File: config.mk
export PLATFORM = sky130hd
export DESIGN_NAME = logic_cells
export DESIGN_NICKNAME = d
export VERILOG_FILES = /design/src/hw/logic_cells_pkg.sv /design/src/hw/logic_cell.sv /design/src/hw/logic_cells.sv
export SDC_FILE = /design/constraint.sdc
export NUM_CORES = 1
export LEC_CHECK = 0
export BUFFER_PORTS_ARGS = -buffer_cell sky130_fd_sc_hd__buf_2
export CAP_MARGIN = 30
export CORE_ASPECT_RATIO = 0.75
export CORE_MARGIN = 2
export CORE_UTILIZATION = 54
export DETAILED_ROUTE_END_ITERATION = 12
export GPL_TIMING_DRIVEN = 0
export PLACE_DENSITY = 0.78
export SYNTH_ARGS = -nofsm -noshare
export SYNTH_HDL_FRONTEND = slang
export SYNTH_SLANG_ARGS = --single-unit
File: constraint.sdc
create_clock -name clk_i -period 7.14 [get_ports clk_i]
set_input_delay 0 -clock clk_i [delete_from_list [all_inputs] [get_ports clk_i]]
set_output_delay 0 -clock clk_i [all_outputs]
set_load 0.01 [all_outputs]
File: src/hw/logic_cells_pkg.sv
package logic_cells_pkg;

    localparam int unsigned CELLS      = 4;
    localparam int unsigned EXT_INPUTS = 8;
    localparam int unsigned STAT_INPUTS = 8;
    localparam int unsigned SRC_W      = 5;
    localparam int unsigned MODE_W     = 5;

    // source index map: 0 const low, 1 const high, ext, status, cells
    localparam logic [SRC_W-1:0] SRC_LOW  = 5'h00;
    localparam logic [SRC_W-1:0] SRC_HIGH = 5'h01;
    localparam int unsigned SRC_EXT_BASE  = 2;
    localparam int unsigned SRC_STAT_BASE = SRC_EXT_BASE + EXT_INPUTS;
    localparam int unsigned SRC_CELL_BASE = SRC_STAT_BASE + STAT_INPUTS;
    localparam int unsigned SRC_COUNT     = SRC_CELL_BASE + CELLS;

    typedef enum logic [MODE_W-1:0] {
        MODE_OFF    = 5'h00,
        MODE_AND    = 5'h01,
        MODE_OR     = 5'h02,
        MODE_XOR    = 5'h03,
        MODE_LATCH  = 5'h0A,
        MODE_TOGGLE = 5'h14,
        MODE_DFF    = 5'h1E
    } cell_mode_e;

    // register word index per cell: mode, first source, second source
    localparam int unsigned REG_PER_CELL = 4;
    localparam int unsigned REG_MODE     = 0;
    localparam int unsigned REG_SRC1     = 1;
    localparam int unsigned REG_SRC2     = 2;
    localparam logic [7:0]  ADDR_STATUS  = 8'h40;
    localparam logic [31:0] RESET_WORD   = 32'h0000_0000;

endpackage

File: src/hw/logic_cell.sv
`timescale 1ns/1ps
module logic_cell
(
    input  wire logic                                  clk_i,
    input  wire logic                                  rst_i,
    input  wire logic                                  step_i,
    input  wire logic [logic_cells_pkg::MODE_W-1:0]    mode_i,
    input  wire logic                                  first_cell_input_i,
    input  wire logic                                  second_cell_input_i,
    output logic                                       out_o
);

    logic state_q;
    logic state_d;
    logic prev1_q;
    logic prev2_q;
    logic rise1;
    logic rise2;

    assign rise1 = first_cell_input_i & ~prev1_q;
    assign rise2 = second_cell_input_i & ~prev2_q;

    always_ff @(posedge clk_i)
    begin
        if (rst_i)
        begin
            prev1_q <= 1'b0;
            prev2_q <= 1'b0;
        end
        else if (step_i)
        begin
            prev1_q <= first_cell_input_i;
            prev2_q <= second_cell_input_i;
        end
    end

    // next stored state, visible to later cells within the same step
    always_comb
    begin
        state_d = state_q;
        if (step_i)
        begin
            case (mode_i)
                logic_cells_pkg::MODE_LATCH:
                begin
                    if (second_cell_input_i)
                        state_d = 1'b0;
                    else if (first_cell_input_i)
                        state_d = 1'b1;
                    else
                        state_d = state_q;
                end
                logic_cells_pkg::MODE_TOGGLE:
                begin
                    if (rise1)
                        state_d = ~state_q;
                end
                logic_cells_pkg::MODE_DFF:
                begin
                    if (rise2)
                        state_d = first_cell_input_i;
                end
                default:
                    state_d = state_q;
            endcase
        end
    end

    always_ff @(posedge clk_i)
    begin
        if (rst_i)
            state_q <= 1'b0;
        else
            state_q <= state_d;
    end

    always_comb
    begin
        case (mode_i)
            logic_cells_pkg::MODE_OFF:    out_o = 1'b0;
            logic_cells_pkg::MODE_AND:    out_o = first_cell_input_i & second_cell_input_i;
            logic_cells_pkg::MODE_OR:     out_o = first_cell_input_i | second_cell_input_i;
            logic_cells_pkg::MODE_XOR:    out_o = first_cell_input_i ^ second_cell_input_i;
            logic_cells_pkg::MODE_LATCH,
            logic_cells_pkg::MODE_TOGGLE,
            logic_cells_pkg::MODE_DFF:    out_o = state_d;
            default:                      out_o = 1'b0;
        endcase
    end

    a_off_low: assert property (@(posedge clk_i) disable iff (rst_i)
        mode_i == logic_cells_pkg::MODE_OFF |-> !out_o)
        else $error("off cell output not low");
    a_latch_clear: assert property (@(posedge clk_i) disable iff (rst_i)
        step_i && mode_i == logic_cells_pkg::MODE_LATCH && second_cell_input_i
        |=> !state_q)
        else $error("latch clear lost");
    a_toggle_flip: assert property (@(posedge clk_i) disable iff (rst_i)
        step_i && mode_i == logic_cells_pkg::MODE_TOGGLE && rise1
        |=> state_q != $past(state_q))
        else $error("toggle missed");
    a_toggle_keep: assert property (@(posedge clk_i) disable iff (rst_i)
        step_i && mode_i == logic_cells_pkg::MODE_TOGGLE && !rise1
        |=> $stable(state_q))
        else $error("toggle without rising edge");
    a_dff_take: assert property (@(posedge clk_i) disable iff (rst_i)
        step_i && mode_i == logic_cells_pkg::MODE_DFF && rise2
        |=> state_q == $past(first_cell_input_i))
        else $error("data not captured");
    a_dff_hold: assert property (@(posedge clk_i) disable iff (rst_i)
        step_i && mode_i == logic_cells_pkg::MODE_DFF && !rise2
        |=> $stable(state_q))
        else $error("data changed without clock edge");
    a_seq_visible: assert property (@(posedge clk_i) disable iff (rst_i)
        step_i && (mode_i == logic_cells_pkg::MODE_LATCH || mode_i == logic_cells_pkg::MODE_TOGGLE
        || mode_i == logic_cells_pkg::MODE_DFF) |=> state_q == $past(out_o))
        else $error("new state not shown in its step");
    c_toggle: cover property (@(posedge clk_i) step_i && mode_i == logic_cells_pkg::MODE_TOGGLE
        && rise1);
    c_dff: cover property (@(posedge clk_i) step_i && mode_i == logic_cells_pkg::MODE_DFF
        && rise2);
    c_latch_both: cover property (@(posedge clk_i) step_i
        && mode_i == logic_cells_pkg::MODE_LATCH && first_cell_input_i && second_cell_input_i);

endmodule

File: src/hw/logic_cells.sv
`timescale 1ns/1ps
////////////////////////////////////////////////////////////////////////////////
////////////////////////////////////////////////////////////////////////////////
module logic_cells
#(
    parameter int unsigned STEP_DIV = 10
)
(
    input  wire logic                                        clk_i,
    input  wire logic                                        rst_i,
    input  wire logic [logic_cells_pkg::EXT_INPUTS-1:0]      ext_in_i,
    input  wire logic [logic_cells_pkg::STAT_INPUTS-1:0]     status_in_i,
    input  wire logic                                        cyc_i,
    input  wire logic                                        stb_i,
    input  wire logic                                        we_i,
    input  wire logic [7:0]                                  adr_i,
    input  wire logic [3:0]                                  sel_i,
    input  wire logic [31:0]                                 dat_i,
    output logic [31:0]                                      dat_o,
    output logic                                             ack_o,
    output logic [logic_cells_pkg::CELLS-1:0]                cell_out_o
);

    localparam int unsigned N  = logic_cells_pkg::CELLS;
    localparam int unsigned SW = logic_cells_pkg::SRC_W;
    localparam int unsigned MW = logic_cells_pkg::MODE_W;

    ////////////////////////////////////////////////////////////////////////////
    // step divider

    logic [15:0] div_q;
    logic        step;

    assign step = (div_q == 16'(STEP_DIV - 1));

    always_ff @(posedge clk_i)
    begin
        if (rst_i)
            div_q <= 16'h0000;
        else if (step)
            div_q <= 16'h0000;
        else
            div_q <= div_q + 16'h0001;
    end

    ////////////////////////////////////////////////////////////////////////////
    // pin synchronisers

    logic [logic_cells_pkg::EXT_INPUTS-1:0]  ext_m_q;
    logic [logic_cells_pkg::EXT_INPUTS-1:0]  ext_s_q;
    logic [logic_cells_pkg::STAT_INPUTS-1:0] stat_m_q;
    logic [logic_cells_pkg::STAT_INPUTS-1:0] stat_s_q;

    always_ff @(posedge clk_i)
    begin
        if (rst_i)
        begin
            ext_m_q  <= '0;
            ext_s_q  <= '0;
            stat_m_q <= '0;
            stat_s_q <= '0;
        end
        else
        begin
            ext_m_q  <= ext_in_i;
            ext_s_q  <= ext_m_q;
            stat_m_q <= status_in_i;
            stat_s_q <= stat_m_q;
        end
    end

    ////////////////////////////////////////////////////////////////////////////
    // configuration registers

    logic [MW-1:0] mode_q [N];
    logic [SW-1:0] src1_q [N];
    logic [SW-1:0] src2_q [N];

    logic       wr;
    logic [5:0] word;
    logic [1:0] cell_idx;
    logic [1:0] field;
    logic       in_cells;

    assign word     = adr_i[7:2];
    assign cell_idx = word[3:2];
    assign field    = word[1:0];
    assign in_cells = (word[5:4] == 2'b00);
    assign wr       = cyc_i & stb_i & we_i & ~ack_o & sel_i[0] & in_cells;

    genvar g;
    generate
        for (g = 0; g < N; g++)
        begin : g_cfg
            always_ff @(posedge clk_i)
            begin
                if (rst_i)
                begin
                    mode_q[g] <= MW'(logic_cells_pkg::RESET_WORD);
                    src1_q[g] <= SW'(logic_cells_pkg::RESET_WORD);
                    src2_q[g] <= SW'(logic_cells_pkg::RESET_WORD);
                end
                else if (wr && cell_idx == 2'(g))
                begin
                    if (field == 2'(logic_cells_pkg::REG_MODE))
                        mode_q[g] <= dat_i[MW-1:0];
                    if (field == 2'(logic_cells_pkg::REG_SRC1))
                        src1_q[g] <= dat_i[SW-1:0];
                    if (field == 2'(logic_cells_pkg::REG_SRC2))
                        src2_q[g] <= dat_i[SW-1:0];
                end
            end
        end
    endgenerate

    ////////////////////////////////////////////////////////////////////////////
    // source selection and cell chain

    logic [logic_cells_pkg::SRC_COUNT-1:0] pool [N+1];
    logic [N-1:0]                          cell_out;
    logic [N-1:0]                          in1;
    logic [N-1:0]                          in2;
    logic [N-1:0]                          out_q;

    function automatic logic pick
    (
        input logic [logic_cells_pkg::SRC_COUNT-1:0] p,
        input logic [SW-1:0]                         s
    );
        logic r;
        r = 1'b0;
        if (32'(s) < logic_cells_pkg::SRC_COUNT)
            r = p[s];
        return r;
    endfunction

    generate
        for (g = 0; g < N; g++)
        begin : g_cell
            // pool g holds outputs of cells below g from this step, others stored
            assign in1[g] = pick(pool[g], src1_q[g]);
            assign in2[g] = pick(pool[g], src2_q[g]);

            logic_cell u_cell
            (
                .clk_i               (clk_i),
                .rst_i               (rst_i),
                .step_i              (step),
                .mode_i              (mode_q[g]),
                .first_cell_input_i  (in1[g]),
                .second_cell_input_i (in2[g]),
                .out_o               (cell_out[g])
            );
        end
    endgenerate

    always_comb
    begin
        for (int i = 0; i <= N; i++)
        begin
            pool[i] = '0;
            pool[i][logic_cells_pkg::SRC_HIGH] = 1'b1;
            pool[i][logic_cells_pkg::SRC_EXT_BASE +: logic_cells_pkg::EXT_INPUTS] = ext_s_q;
            pool[i][logic_cells_pkg::SRC_STAT_BASE +: logic_cells_pkg::STAT_INPUTS] = stat_s_q;
            for (int k = 0; k < N; k++)
                pool[i][logic_cells_pkg::SRC_CELL_BASE + k] = (k < i) ? cell_out[k] : out_q[k];
        end
    end

    always_ff @(posedge clk_i)
    begin
        if (rst_i)
            out_q <= '0;
        else if (step)
            out_q <= cell_out;
    end

    assign cell_out_o = out_q;

    ////////////////////////////////////////////////////////////////////////////
    // wishbone acknowledge (reads and writes) and read side

    always_ff @(posedge clk_i)
    begin
        if (rst_i)
            ack_o <= 1'b0;
        else
            ack_o <= cyc_i & stb_i & ~ack_o;
    end

    always_ff @(posedge clk_i)
    begin
        if (rst_i)
            dat_o <= 32'h0000_0000;
        else if (cyc_i && stb_i && !we_i && !ack_o)
        begin
            dat_o <= 32'h0000_0000;
            if (adr_i == logic_cells_pkg::ADDR_STATUS)
                dat_o <= 32'(out_q);
            else if (in_cells)
            begin
                if (field == 2'(logic_cells_pkg::REG_MODE))
                    dat_o <= 32'(mode_q[cell_idx]);
                else if (field == 2'(logic_cells_pkg::REG_SRC1))
                    dat_o <= 32'(src1_q[cell_idx]);
                else if (field == 2'(logic_cells_pkg::REG_SRC2))
                    dat_o <= 32'(src2_q[cell_idx]);
            end
        end
    end

    a_ack_once: assert property (@(posedge clk_i) disable iff (rst_i)
        ack_o |=> !ack_o)
        else $error("ack held two cycles");
    a_chain_same: assert property (@(posedge clk_i) disable iff (rst_i)
        step && src1_q[1] == 5'(logic_cells_pkg::SRC_CELL_BASE) |-> in1[1] == cell_out[0])
        else $error("chain not same step");
    a_step_period: assert property (@(posedge clk_i) disable iff (rst_i)
        step |=> !step)
        else $error("step too frequent");
    a_out_stable: assert property (@(posedge clk_i) disable iff (rst_i)
        !$past(step) && !$past(rst_i) |-> $stable(cell_out_o))
        else $error("output moved off step");
    c_chain: cover property (@(posedge clk_i) step && cell_out[0] && in1[1]);
    c_read_status: cover property (@(posedge clk_i) ack_o && !we_i
        && adr_i == logic_cells_pkg::ADDR_STATUS);

endmodule

==> run metrics <==
Worst setup SP type flip-flop; XOR/XNOR Fraction of Synth Area 0.0168; initial core utilization 0.550; Simple-Gate Fraction of Synth Area 0.226; final core utilization 0.724; internal power 1.47 mW; clock network fraction of total power 0.431; Die Area 16500 sq um; clock root buffer master clkbuf_16; Slowest cell on crit path edfxtp_1; Reg-to-Reg End cell_out_o[3]$_SDFFE_PP0N_; antenna-violating nets left 0; synthesized flop and latch total 130; maximum vdd ir drop 155 uV; switching pwr 552 uW; crit end category flip-flop; Reg2Reg Depth 40; Fmax 133 MHz; Worst-Margin Slew 958 ps; Max Fanout on Critical Path 8; Period minus WS final 7520 ps; IO Port Bufs 44; worst hold endpoint mode_q[0][0]$_SDFFCE_PN0P_; CTS buffer count 17; initial antenna violation count 0; Ports 102; area grow syn2layout 31.5%; Compound-Gate Fraction of Synth Area 0.144; grt total ovfl 0; fillers 1039; pin count of the biggest net entering global routing 17; GPL Wtd Cong 0.984; crit-path max cell delay 580 ps; initial DRC count 1360; first-pass detailed-route iteration total 7; Main synth FF type dfxtp_1; reg2reg setup slack -380 ps; Placement Rows 39; crit path DAT 7800 ps; CP Data Required Time 7420 ps; clock sinks 130; asr flop ratio synth 0; Avg Cell Area, Syn 9.88 sq um; Avg Vias per Cell 6.43; RSZ-0062 raised after global routing true; CTS Buffer Depth 2; multiplexer share of the synthesized area 0.152; fin. max-slew vios 0; CP Class flip-flop to flip-flop; Final Hold Fails 0; EDFF count, synth 60; share of the clock period used by the worst path 1.05; hold slack final 116 ps; Post-DP Area 8920 sq um; final setup skew 15.5 ps; Seq/Total Area, Yosys 0.384; die width 148 um; nets 1132; vias in the first global route 7856; Routed WL per cell 22.3 um; layout cells sized above 1 0.313; die height 112 um; design area 11000 sq um; P_leak 4.32 nW; status finished with violations; Seq pwr share 0.418; total global-route track usage 0.341; Sw Share 0.273; reg2reg start src1_q[0][1]$_SDFFCE_PN0P_; final wirelength 28.5 mm; Slew headroom 0.354; # DRC 0; Synth Instances 845; fraction of the mapped netlist area in adder cells 0.0150; core area 15200 sq um; Place WS -1370 ps; Unique masters post-synth 81; combinational group share of total power 0.151; final worst slack -381 ps; later-pin clock latency in the skew report 440 ps; hpwl dp 17.3 mm; P per Cell Area 184 nW/um^2; Worst Hold Path Cells 3; Ys Warns 0; final setup violation count 2; first-pass GRT wire length 42.6 mm; Hold Path Class input port to flip-flop; clock slew at reported path FFs 60 ps; Syn Std Cell Area 8350 sq um; vias post-DR 8203; Max Cap Viol 0; Inserted Diodes 0; CTS tree built; failing checks setup timing; htree depth 4; main combinational cell family by area after synthesis simple AND/OR/NAND/NOR gates; hold path startpoint adr_i[5]
[critical path, delay by kind of cell, from the launching register on]
family | cells | cell delay, ps
simple gates | 7 | 1400
buf+inv | 5 | 480
flops | 1 | 580
mux | 4 | 1020
compound gates | 20 | 3120
fa+ha+maj | 4 | 720
[power groups by stage]
stage	Sequential, mW	Combinational (mW)	Clock [mW]
floorplan	0.836	0.152	0
global placement	0.850	0.199	0
detailed placement	0.851	0.202	0
CTS	0.838	0.265	0.868
global route	0.844	0.322	0.900
finish	0.843	0.305	0.871
[cell usage after synthesis, types with 3 or more instances]
library cell	count	area, sq um
a211oi_1	18	135
nor4b_1	5	43.8
o21ai_0	25	125
clkbuf_1	40	150
nor2b_1	47	294
inv_1	23	86.3
xor2_1	8	70.1
o211ai_1	4	30.0
xnor2_1	8	70.1
or2_2	7	43.8
a31oi_1	6	37.5
nor3_1	14	70.1
buf_1	8	30.0
ha_1	10	125
nor2_1	75	282
mux2i_1	24	240
nor3b_1	9	67.6
o22ai_1	3	18.8
a21o_1	12	90.1
mux2_2	11	124
edfxtp_1	60	1800
a22oi_1	4	30.0
dfxtp_1	70	1400
a221oi_1	3	26.3
o221ai_1	3	26.3
mux4_2	39	878
nand2b_1	10	62.6
or3_1	7	43.8
nand3_1	23	115
o21bai_1	3	22.5
nor4_1	12	75.1
nand3b_1	5	37.5
buf_4	28	210
and2_1	36	225
and4_1	5	43.8
and3_1	36	225
a21oi_1	38	190
buf_2	3	15.0
nand2_1	42	158
a311oi_1	5	43.8
[state kept, by name, summed over array words and instances, names as in the netlist]
register	count
div_q	16
g_cell.u_cell.prev2_q	4
stat_m_q	8
ext_s_q	8
g_cell.u_cell.state_q	4
src2_q	20
cell_out_o	4
ext_m_q	8
dat_o	5
ack_o	1
src1_q	20
stat_s_q	8
mode_q	20
g_cell.u_cell.prev1_q	4
[worst max path at each step]
stage / endpoint / cells past startpoint / slack, ps / from
after floorplan: cell_out_o[3]$_SDFFE_PP0N_ / 39 / 250 / src2_q[0][0]$_SDFFCE_PN0P_
after global placement: cell_out_o[3]$_SDFFE_PP0N_ / 39 / -1230 / src2_q[0][0]$_SDFFCE_PN0P_
after detailed placement: cell_out_o[3]$_SDFFE_PP0N_ / 39 / -1370 / src2_q[0][0]$_SDFFCE_PN0P_
after CTS: cell_out_o[3]$_SDFFE_PP0N_ / 41 / -80 / src2_q[0][0]$_SDFFCE_PN0P_
after global routing: cell_out_o[3]$_SDFFE_PP0N_ / 42 / -520 / src1_q[0][1]$_SDFFCE_PN0P_
final: cell_out_o[3]$_SDFFE_PP0N_ / 40 / -380 / src1_q[0][1]$_SDFFCE_PN0P_
[layout make-up]
class / instances / area (sq um) / share of cell area
multi-input cells: 635 / 5170 / 0.471
flip-flops and latches: 130 / 3200 / 0.292
repair buffers: 169 / 1260 / 0.114
clock buffers: 21 / 472 / 0.0430
plain buffers: 79 / 423 / 0.0385
well taps: 205 / 256 / 0.0234
clock inverters: 11 / 103 / 0.00934
inverters: 25 / 98.8 / 0.00900
[logic make-up after synthesis]
group,count (synthesis)
compound gates,163
fa+ha+maj,10
xor+xnor,16
other cells,1
flops,130
simple gates,343
buf+inv,106
mux,76
[routing by layer]
metal | share of wire | wire length, um | GRT usage
met1 | 0.38 | 10800 | 0.447
met2 | 0.43 | 12400 | 0.507
met3 | 0.14 | 3990 | 0.125
met4 | 0.046 | 1300 | 0.153
met5 | 0 | 0 | 0
[what timing repair did]
| action | CTS | global route |
|---|---|---|
| pin swaps | 32 | 27 |
| gates cloned | 1 | 0 |
| resized for setup | 56 | 40 |
| endpoints found under the hold margin | 28 | 0 |
| hold buffers | 25 | 0 |
| setup endpoints to repair | 2 | 3 |
| buffers inserted | 89 | 17 |
[stage by stage]
step	instances	total power [mW]	TNS, ps
after floorplan	871	0.988	0
after global placement	1120	1.05	-1640
after detailed placement	1120	1.05	-1890
after CTS	1264	1.97	-116
after global routing	1275	2.07	-1140
final	1275	2.02	-730
[cells in the final DEF (no fill, tap or decap), types with 5 or more instances in the layout]
master         count
a211oi_1          15
a21o_1            12
a21oi_1           34
and2_1            36
and3_1            35
buf_1              8
buf_2             46
buf_4            121
buf_6              8
clkbuf_1          38
clkbuf_16         18
conb_1            27
dfxtp_1           70
dlygate4sd3_1     25
edfxtp_1          60
ha_4               7
inv_1             20
mux2_2             7
mux2_4             5
mux2i_1           23
mux4_2            39
nand2_1           40
nand2b_1          10
nand3_1           22
nand3b_1           5
nor2_1            75
nor2b_1           46
nor3_1            13
nor3b_1            5
nor4_1            10
o21ai_0           21
or2_2              6
or3_1              7
xnor2_1            8
xor2_1             8
(Power assumes the default switching activity.)
